$ cat config.mk
export PLATFORM = sky130hd
export DESIGN_NAME = hcap_port
export DESIGN_NICKNAME = d
export VERILOG_FILES = /design/src/rtl/hcap_pkg.sv /design/src/rtl/hcap_sync.sv /design/src/rtl/hcap_port.sv
export SDC_FILE = /design/constraint.sdc
export NUM_CORES = 1
export LEC_CHECK = 0
export CELL_PAD_IN_SITES_DETAIL_PLACEMENT = 1
export CELL_PAD_IN_SITES_GLOBAL_PLACEMENT = 2
export CORE_ASPECT_RATIO = 1.4
export CORE_MARGIN = 2
export CORE_UTILIZATION = 40
export DETAILED_ROUTE_END_ITERATION = 16
export DONT_BUFFER_PORTS = 1
export PLACE_DENSITY_LB_ADDON = 0.08
export SYNTH_ARGS = -nofsm -noshare
export SYNTH_HDL_FRONTEND = slang
export SYNTH_HIERARCHICAL = 1
export SYNTH_SLANG_ARGS = --single-unit
$ cat constraint.sdc
create_clock -name clk_sys -period 2.25 [get_ports clk_sys]
set_input_delay 0.3375 -clock clk_sys [delete_from_list [all_inputs] [get_ports clk_sys]]
set_output_delay 0.3375 -clock clk_sys [all_outputs]
set_load 0.02 [all_outputs]
$ cat src/rtl/hcap_pkg.sv
// Shared constants for the host access port
package hcap_pkg;
    localparam int ADDR_W = 11;
    localparam int DATA_W = 8;
    localparam int HI_ADDR_W = 3;
    localparam int SER_FRAME_BITS = 20;
    localparam int SER_ADDR_LSB = 8;
    localparam int SER_RW_POS = 19;
    localparam int WAIT_CYCLES = 2;
    localparam logic [10:0] ADDR_RESET = 11'h000;
    localparam logic [7:0] DATA_RESET = 8'h00;
    typedef enum logic [1:0] {HCAP_IDLE, HCAP_WAIT, HCAP_DONE} hcap_state_e;
endpackage

$ cat src/rtl/hcap_sync.sv
// Two-flop synchroniser with edge detection after the second stage
`timescale 1ns/1ps
module hcap_sync #(
    parameter int W = 1
) (
    input wire logic clk_sys,
    input wire logic sys_rst,
    input wire logic [W-1:0] asyncIn,
    output logic [W-1:0] syncOut,
    output logic [W-1:0] riseOut,
    output logic [W-1:0] fallOut
);
    logic [W-1:0] stage1_ff;
    logic [W-1:0] stage2_ff;
    logic [W-1:0] stage3_ff;

    // Stage one read only by stage two
    always_ff @(posedge clk_sys)
    begin
        if (sys_rst)
        begin
            stage1_ff <= '0;
            stage2_ff <= '0;
            stage3_ff <= '0;
        end
        else
        begin
            stage1_ff <= asyncIn;
            stage2_ff <= stage1_ff;
            stage3_ff <= stage2_ff;
        end
    end

    // Level and edges from the settled stages
    assign syncOut = stage2_ff;
    assign riseOut = stage2_ff & ~stage3_ff;
    assign fallOut = ~stage2_ff & stage3_ff;
endmodule

$ cat src/rtl/hcap_port.sv
// Host processor access port: parallel strobe styles and serial shift mode
`timescale 1ns/1ps
module hcap_port (
    input wire logic clk_sys,
    input wire logic sys_rst,
    input wire logic parallel_sel,
    input wire logic bus_style_strap,
    input wire logic bus_form_select,
    input wire logic chipSel_n,
    input wire logic address_capture_strobe,
    input wire logic strobe_n,
    input wire logic dirOrWrite,
    input wire logic [10:0] addrIn,
    input wire logic [7:0] dataIn,
    output logic [7:0] dataOut,
    output logic dataOe,
    output logic handshakeOut,
    output logic [10:0] regAddr,
    output logic [7:0] regWrData,
    output logic regWrite,
    output logic regRead,
    input wire logic [7:0] regRdData
);
    // ----------------------------------------
    // Pin synchronisation
    // ----------------------------------------
    logic [5:0] pinsSync;
    logic [5:0] pinsRise;
    logic [5:0] pinsFall;
    logic [7:0] dataSync;
    logic [10:0] addrSync;
    logic [2:0] strapSync;

    hcap_sync #(.W(6)) uSyncCtl (
        .clk_sys(clk_sys),
        .sys_rst(sys_rst),
        .asyncIn({chipSel_n, address_capture_strobe, strobe_n, dirOrWrite,
                  1'b0, 1'b0}),
        .syncOut(pinsSync),
        .riseOut(pinsRise),
        .fallOut(pinsFall)
    );
    hcap_sync #(.W(22)) uSyncBus (
        .clk_sys(clk_sys),
        .sys_rst(sys_rst),
        .asyncIn({parallel_sel, bus_style_strap, bus_form_select, addrIn, dataIn}),
        .syncOut({strapSync, addrSync, dataSync}),
        .riseOut(),
        .fallOut()
    );

    wire csN = pinsSync[5];
    wire latchFall = pinsFall[4];
    wire strN = pinsSync[3];
    wire strFall = pinsFall[3];
    wire rwLevel = pinsSync[2];
    wire rwFall = pinsFall[2];
    wire isParallel = strapSync[2];
    wire isSepStyle = strapSync[1];
    wire isMux = strapSync[0];

    // ----------------------------------------
    // Parallel access decode
    // ----------------------------------------
    // Read/write requests for each bus style
    wire sepRead = isSepStyle & ~csN & ~strN;
    wire sepWrite = isSepStyle & ~csN & ~rwLevel;
    wire dsActive = ~isSepStyle & ~csN & ~strN;
    wire accRead = isParallel & (sepRead | (dsActive & rwLevel));
    wire accWrite = isParallel & (sepWrite | (dsActive & ~rwLevel));
    wire accStart = isParallel & ((isSepStyle & (strFall | rwFall)) |
                    (~isSepStyle & strFall)) & ~csN;
    wire accEnd = csN | (isSepStyle ? (strN & rwLevel) : strN);

    hcap_pkg::hcap_state_e state_ff;
    hcap_pkg::hcap_state_e nxt_state;
    logic [1:0] waitCnt_ff;
    logic [10:0] muxAddr_ff;
    logic isRead_ff;

    // Access sequencer
    always_comb
    begin
        nxt_state = state_ff;
        case (state_ff)
            hcap_pkg::HCAP_IDLE: if (accStart) nxt_state = hcap_pkg::HCAP_WAIT;
            hcap_pkg::HCAP_WAIT:
            begin
                if (accEnd) nxt_state = hcap_pkg::HCAP_IDLE;
                else if (waitCnt_ff == 2'(hcap_pkg::WAIT_CYCLES - 1))
                    nxt_state = hcap_pkg::HCAP_DONE;
            end
            hcap_pkg::HCAP_DONE: if (accEnd) nxt_state = hcap_pkg::HCAP_IDLE;
            default: nxt_state = hcap_pkg::HCAP_IDLE;
        endcase
    end

    always_ff @(posedge clk_sys)
    begin
        if (sys_rst)
        begin
            state_ff <= hcap_pkg::HCAP_IDLE;
            waitCnt_ff <= 2'h0;
            isRead_ff <= 1'b0;
        end
        else
        begin
            state_ff <= nxt_state;
            waitCnt_ff <= (state_ff == hcap_pkg::HCAP_WAIT) ? waitCnt_ff + 2'h1 : 2'h0;
            if (state_ff == hcap_pkg::HCAP_IDLE && accStart)
                isRead_ff <= accRead;
        end
    end

    // Address capture on the latch falling edge
    always_ff @(posedge clk_sys)
    begin
        if (sys_rst)
            muxAddr_ff <= hcap_pkg::ADDR_RESET;
        else if (isParallel && isMux && latchFall)
            muxAddr_ff <= {addrSync[10:8], dataSync};
    end

    wire [10:0] parAddr = isMux ? muxAddr_ff : addrSync;
    wire parDone = state_ff == hcap_pkg::HCAP_DONE;
    wire parWrPulse = (state_ff == hcap_pkg::HCAP_WAIT) && (nxt_state == hcap_pkg::HCAP_DONE)
                      && !isRead_ff && accWrite;
    wire parRdPulse = (state_ff == hcap_pkg::HCAP_IDLE) && accStart && accRead;

    // ----------------------------------------
    // Serial shift port
    // ----------------------------------------
    wire sclkRise = pinsRise[3];
    wire sclkFall = pinsFall[3];
    wire sdiLevel = pinsSync[2];
    logic [4:0] bitCnt_ff;
    logic [18:0] shiftIn_ff;
    logic [7:0] shiftOut_ff;
    logic serOut_ff;
    logic serRd_ff;
    logic serWr_ff;

    // Shift in on rising edges, out on falling edges
    always_ff @(posedge clk_sys)
    begin
        if (sys_rst || isParallel || csN)
        begin
            bitCnt_ff <= 5'h00;
            shiftIn_ff <= 19'h00000;
            shiftOut_ff <= hcap_pkg::DATA_RESET;
            serOut_ff <= 1'b0;
            serRd_ff <= 1'b0;
            serWr_ff <= 1'b0;
        end
        else
        begin
            serRd_ff <= 1'b0;
            serWr_ff <= 1'b0;
            if (sclkRise && bitCnt_ff < 5'(hcap_pkg::SER_FRAME_BITS))
            begin
                shiftIn_ff <= {shiftIn_ff[17:0], sdiLevel};
                bitCnt_ff <= bitCnt_ff + 5'h01;
                serRd_ff <= (bitCnt_ff == 5'(hcap_pkg::ADDR_W)) && shiftIn_ff[10];
                serWr_ff <= (bitCnt_ff == 5'(hcap_pkg::SER_FRAME_BITS - 1)) && !shiftIn_ff[18];
            end
            if (serRd_ff)
                shiftOut_ff <= regRdData;
            else if (sclkFall && bitCnt_ff > 5'(hcap_pkg::ADDR_W)) // Every fall after address
            begin
                serOut_ff <= shiftOut_ff[7];
                shiftOut_ff <= {shiftOut_ff[6:0], 1'b0};
            end
        end
    end

    // ----------------------------------------
    // Outputs
    // ----------------------------------------
    logic [7:0] dataOut_ff;
    always_ff @(posedge clk_sys)
    begin
        if (sys_rst)
        begin
            dataOut_ff <= hcap_pkg::DATA_RESET;
        end
        else
        begin
            dataOut_ff <= regRdData;
        end
    end

    assign dataOut = dataOut_ff;
    assign dataOe = isParallel && accRead && !accEnd && !(isMux && !isRead_ff);
    // Ready low while waiting; acknowledge low once done
    assign handshakeOut = !isParallel ? serOut_ff :
                          isSepStyle ? !(state_ff == hcap_pkg::HCAP_WAIT) :
                          !(parDone && !accEnd);
    // Serial address sits higher once the data byte has shifted in behind it
    wire serFull = bitCnt_ff == 5'(hcap_pkg::SER_FRAME_BITS);
    wire [10:0] serAddr = serFull ? shiftIn_ff[hcap_pkg::SER_ADDR_LSB +: 11] :
                          shiftIn_ff[10:0];
    assign regAddr = isParallel ? parAddr : serAddr;
    assign regWrData = isParallel ? dataSync : shiftIn_ff[7:0];
    assign regWrite = isParallel ? parWrPulse : serWr_ff;
    assign regRead = isParallel ? parRdPulse : serRd_ff;

    // ----------------------------------------
    // Checks
    // ----------------------------------------
    chk_ready_wait: assert property (@(posedge clk_sys) disable iff (sys_rst)
        (isParallel && isSepStyle && state_ff == hcap_pkg::HCAP_WAIT) |-> !handshakeOut)
        else $error("ready high during wait");
    chk_ack_release: assert property (@(posedge clk_sys) disable iff (sys_rst)
        (isParallel && !isSepStyle && csN) |-> handshakeOut)
        else $error("ack held after deselect");
    chk_bus_release: assert property (@(posedge clk_sys) disable iff (sys_rst)
        csN |-> !dataOe)
        else $error("bus driven while deselected");
    chk_wait_len: assert property (@(posedge clk_sys) disable iff (sys_rst)
        (state_ff == hcap_pkg::HCAP_IDLE && nxt_state == hcap_pkg::HCAP_WAIT)
        |-> ##[1:3] (state_ff != hcap_pkg::HCAP_WAIT))
        else $error("wait too long");
    chk_mux_latch: assert property (@(posedge clk_sys) disable iff (sys_rst)
        (isParallel && isMux && latchFall) |=> muxAddr_ff == $past({addrSync[10:8], dataSync}))
        else $error("address not latched");
    chk_ser_shift: assert property (@(posedge clk_sys) disable iff (sys_rst)
        (!isParallel && !csN && sclkRise && bitCnt_ff < 5'(hcap_pkg::SER_FRAME_BITS))
        |=> shiftIn_ff[0] == $past(sdiLevel))
        else $error("serial bit missed");
    chk_ser_out: assert property (@(posedge clk_sys) disable iff (sys_rst)
        (!isParallel && !sclkFall) |=> $stable(serOut_ff) || $past(csN))
        else $error("serial out moved off falling edge");
    chk_plain_addr: assert property (@(posedge clk_sys) disable iff (sys_rst)
        (isParallel && !isMux) |-> regAddr == addrSync)
        else $error("plain address wrong");
    cov_sep_read: cover property (@(posedge clk_sys) isParallel && isSepStyle && regRead);
    cov_ds_write: cover property (@(posedge clk_sys) isParallel && !isSepStyle && regWrite);
    cov_ser_write: cover property (@(posedge clk_sys) !isParallel && regWrite);
endmodule

---- Word level (Yosys, flattened, before mapping) ----
Cells that the tools add are included.
word-level totals
  logic and storage cells ................. 103
  bits in registers ....................... 120
  input port bits ......................... 36
operators by class
  equal/unequal tests ..................... 7
  magnitude comparators ................... 2
  add/sub/neg operators ................... 2
  bitwise operators ....................... 30
  reduce and logical (&&, ||, !) cells .... 29
  mux-type cells .......................... 16
operator list
  operator             count
  $mux 11              3
  $mux 8               3
  $logic_and 1x1->1    16
  $and 1x1->1          14
  $eq 5x5->1 const B   2
  $mux 2               4
  $not 1->1            7
  $logic_not 1->1      6
  $pmux 2 s3           1
  $add 5x1->5 const B  1
  $and 5x5->5          1
  $eq 5x4->1 const B   1
  $gt 5x4->1 const B   1
  $lt 5x5->1 const B   1
  $mux 1               5
  $not 5->5            1
  $or 1x1->1           5
  $and 4x4->4          1
  $eq 2x1->1 const B   2
  $eq 2x2->1 const B   2
  $not 4->4            1
  $reduce_or 2->1      2
  $add 2x1->2 const B  1
  $logic_not 2->1      1
  3 further kinds      4

---- Logic depth before layout (Yosys ltp) ----
  word-level depth ........................ 14
  mapped depth ............................ 6

---- Hierarchy ----
The synthesis kept the hierarchy.
by module, submodules not included
  module                area an instance (um^2)  cells an instance  instances
  hcap_port             2829.0                   327                1
  hcap_sync (uSyncBus)  2072.0                   183                1
  hcap_sync (uSyncCtl)  564.3                    49                 1

---- Least setup slack after synthesis ----
OpenSTA, ideal clock, no wires.
  kind .................................... register -> output
  from .................................... register uSyncBus.stage2_ff[21], in the netlist uSyncBus/syncOut[21]
  to ...................................... output port regRead
  path slack .............................. 231 ps
  required time ........................... 1913 ps
  stages on the path, launching flop included .. 5
  data arrival time ....................... 1681 ps
  buffers on the path ..................... 1
  path through ............................ dfxtp_1 buf_4 or4b_1 or4_1 o21ai_0
on the way
  word-level cells in the longest chain between the ends .. 5
ends and longest elaborated chain
  item                            line              text
  start: declaration              hcap_sync.sv:14   logic [W-1:0] stage2_ff;
  start signal: assignment        hcap_sync.sv:29   stage2_ff <= stage1_ff;
  $and 1x1->1                     hcap_port.sv:71   wire accStart = isParallel & ((isSepStyle & (strFall | rwFall)) |
  $and 1x1->1                     hcap_port.sv:72   (~isSepStyle & strFall)) & ~csN;
  $logic_and 1x1->1 (2 in a row)  hcap_port.sv:128  wire parRdPulse = (state_ff == hcap_pkg::HCAP_IDLE) && accStart && accRead;
  $mux 1 *                        hcap_port.sv:205  assign regRead = isParallel ? parRdPulse : serRd_ff;
  end: declaration                hcap_port.sv:21   output logic regRead,
Mark *: on every way between the ends. The rest lies on a longest branch, timed or not.

---- Worst setup path after layout ----
  from .................................... register state_ff[1]
  to ...................................... output port regRead
on the way
  word-level cells in the longest chain between the ends .. 4
ends and longest elaborated chain
  item                            line              text
  start: declaration              hcap_port.sv:75   hcap_pkg::hcap_state_e state_ff;
  start signal: assignment        hcap_port.sv:102  state_ff <= hcap_pkg::HCAP_IDLE;
  start signal: assignment        hcap_port.sv:108  state_ff <= nxt_state;
  $logic_not 2->1                 hcap_port.sv:128
  $logic_and 1x1->1 (2 in a row)  hcap_port.sv:128
  $mux 1                          hcap_port.sv:205
No other way between the ends.

==> impl_results.md <==
- Crit path from: state_ff[1]$_SDFF_PP0_
- CP top delay family: simple AND/OR/NAND/NOR gates
- Io pins: 67
- Root buf cell: clkbuf_16
- Avg Cell Area, Syn: between 9 and 10 um^2
- Antenna Nets Post-Route: 0
- Worst Slack Setup Final: -0.0776 ns
- Cts bufs inserted: 17
- Cell Area, Synth: 4370 um^2
- Worst path cell trace: or4b_4 -> or4_4 -> o21ai_2 -> buf_6
- Mapped Cells: around 450
- DR iter-0 viols: 114
- Mean number of vias per cell: ~5.2
- Die height: 128 um
- Worst reg2reg setup slack: around 0.22 ns
- Fmax: around 430 MHz
- Worst path required time: about 1.9 ns
- HP Class: input port to flop
- R2R Path End: shiftOut_ff[7]$_SDFFE_PP0P_
- Placed inst area: 4560 um^2
- Setup CP Type: flop to output pin
- Max Slew Vio Count: 0
- CP Launch Type: flop
- Violated checks: setup timing
- Finished Core Util: 0.500
- Clock tree sinks: about 110
- Overall power: roughly 5300 uW
- Post-DP HPWL: approximately 6.5 mm
- Design Area, Final: approximately 5400 um^2
- # fillers: 1175
- Post-Route WL: around 11 mm
- Post-Syn Nets: ~490
- DR WL/cell: between 15 and 20 um
- CP max stage delay: ~0.54 ns
- CP max stage cell: or4b_4
- # setup viols final: 1
- Reg2reg start: bitCnt_ff[0]$_SDFFE_PP0P_
- Clk buf depth: 2
- Reg clk slew, reported paths: 0.06 ns
- H-tree lvl count: 4
- Reg2reg path depth: 6
- P per Cell Area: slightly below 1000 nW/um^2
- Clock Skew: 0.00819 ns
- Placed Instances: 580
- Worst hold path startpoint: sys_rst
- Largest fanout on the critical path: 4
- Largest net degree at the start of global routing: 50
- CP endpoint kind: output pin
- WL met3: 338 um
- Metal1 wirelength: around 4.6 mm
- Area Overhead vs Synth: 23.2%
- Overflow after GRT: 0
- Hold Fails Final Rpt: 0
- Worst path bufs/invs: 1
- Placer Congestion: 0.785
- CTS tree: built
- Layout cell share with drive strength beyond 1: 0.182
- Vias in the first global route: 3362
- Remaining DRCs: 0
- Worst-Margin Slew: ~0.8 ns
- Storage cell area: between 2000 and 2500 um^2
- RSZ-0062 raised after global routing: yes
- Total GRT Usage: 0.185
- Final Cycle Share: 1.03
- Full die area: around 12000 um^2
- First-pass GRT wire length: about 17 mm
- Worst setup path endpoint: regRead
- Initial Util: 0.406
- Slew headroom: 0.465
- Core region area: approximately 11000 um^2
- Crit path depth: 4
- Top Metal Used: met4
- Die X: roughly 92 um
- Final cell count without fillers: roughly 620
- Row count: 45
- Ant diodes: 0
- Status: complete, but fails checks
- Clock Latency Late Sink: 0.41 ns
- Max VDD drop: ~0.55 mV
- Crit path DAT: just under 2 ns
- Initial antenna violation count: 0
- Crit path time final: about 2.3 ns
- Total of max-cap violations: 0
- Routed via count: roughly 3.2k
- Static leakage: ~0.002 uW
- Synth warnings: 6
- Port Buffers: 0
- Multi-input gate area: a little under 2000 um^2
- Initial DRT Pass Iterations: 4
- Metal2 WL: between 5 and 6 mm
- Post-layout nets: a little over 500
[flip-flops by register name (all words and copies together), names as in the netlist, 5 cells and up]
| name | cells |
|---|---|
| bitCnt_ff | 5 |
| dataOut | 8 |
| muxAddr_ff | 11 |
| shiftIn_ff | 19 |
| shiftOut_ff | 8 |
| uSyncBus/stage1_ff | 22 |
| uSyncBus/syncOut | 22 |
[cell type report]
type	count	share of cell area
multi-input combinational	293	0.361
sequential	114	0.427
timing repair buffer	30	0.0479
tap	141	0.0328
inverter	9	0.00721
clock buffer	18	0.0816
clock inverter	14	0.0421
[per-stage QoR]
step	TNS [ns]	worst slack [ns]	hold WS [ns]
floorplan	0	0.285	0.408
global placement	0	0.250	0.414
detailed placement	0	0.232	0.419
CTS	-0.119	-0.119	0.00963
global route	-0.206	-0.124	0.00251
finish	-0.0776	-0.0776	0.0198
[placed cells by master (no fill, tap or decap), types with 4 or more instances in the layout]
cell       count
o21ai_0       30
a211oi_1       7
nor3_1         5
clkinv_4       4
a21oi_1       37
clkbuf_16     17
and2b_1        5
dfxtp_2        4
nor2b_1       66
nand2_1       26
bufinv_16      5
nand3_1       23
inv_1          7
nand2b_1       5
nor2_1        10
dfxtp_1      107
buf_4         23
mux2i_1       33
buf_6          4
a2111oi_0      7
mux2_2         8
[per-layer routing]
layer,vias to the layer above,GRT usage
met2,61,0.316
met1,1566,0.219
met4,0,0.0834
met3,12,0.0466
met5,-,0
li1,1589,-
[worst min-delay path by stage]
stage / end / cells past startpoint
detailed placement: dataOut[5]$_SDFF_PP0_ / 1
global placement: waitCnt_ff[0]$_SDFF_PP0_ / 1
CTS: state_ff[1]$_SDFF_PP0_ / 1
global route: uSyncBus/syncOut[18]$_SDFF_PP0_ / 1
floorplan: waitCnt_ff[0]$_SDFF_PP0_ / 1
finish: uSyncBus/syncOut[18]$_SDFF_PP0_ / 1
[where the power goes]
part / internal, uW / switching [uW]
Clock: 2010 / 986
Combinational: 70.0 / 95.8
Sequential: 2070 / 30.3
Total: 4150 / 1110
[what timing repair did]
item / in CTS / in global routing
hold buffers: 3 / 0
endpoints found under the setup margin: 5 / 12
hold endpoints to repair: 49 / 0
gates resized for setup: 13 / 16
pin swaps: 2 / 2
buffers inserted: 1 / 3
[worst reg2reg max path: stages, from the launching register on]
cell and delay, ns:
dfxtp_4 0.35, buf_4 0.13, buf_4 0.13, ha_1 0.22, nand4b_1 0.42, a2111oi_0 0.54
a211oi_1 0.11
Note: power is estimated with default switching activity, not from simulation.
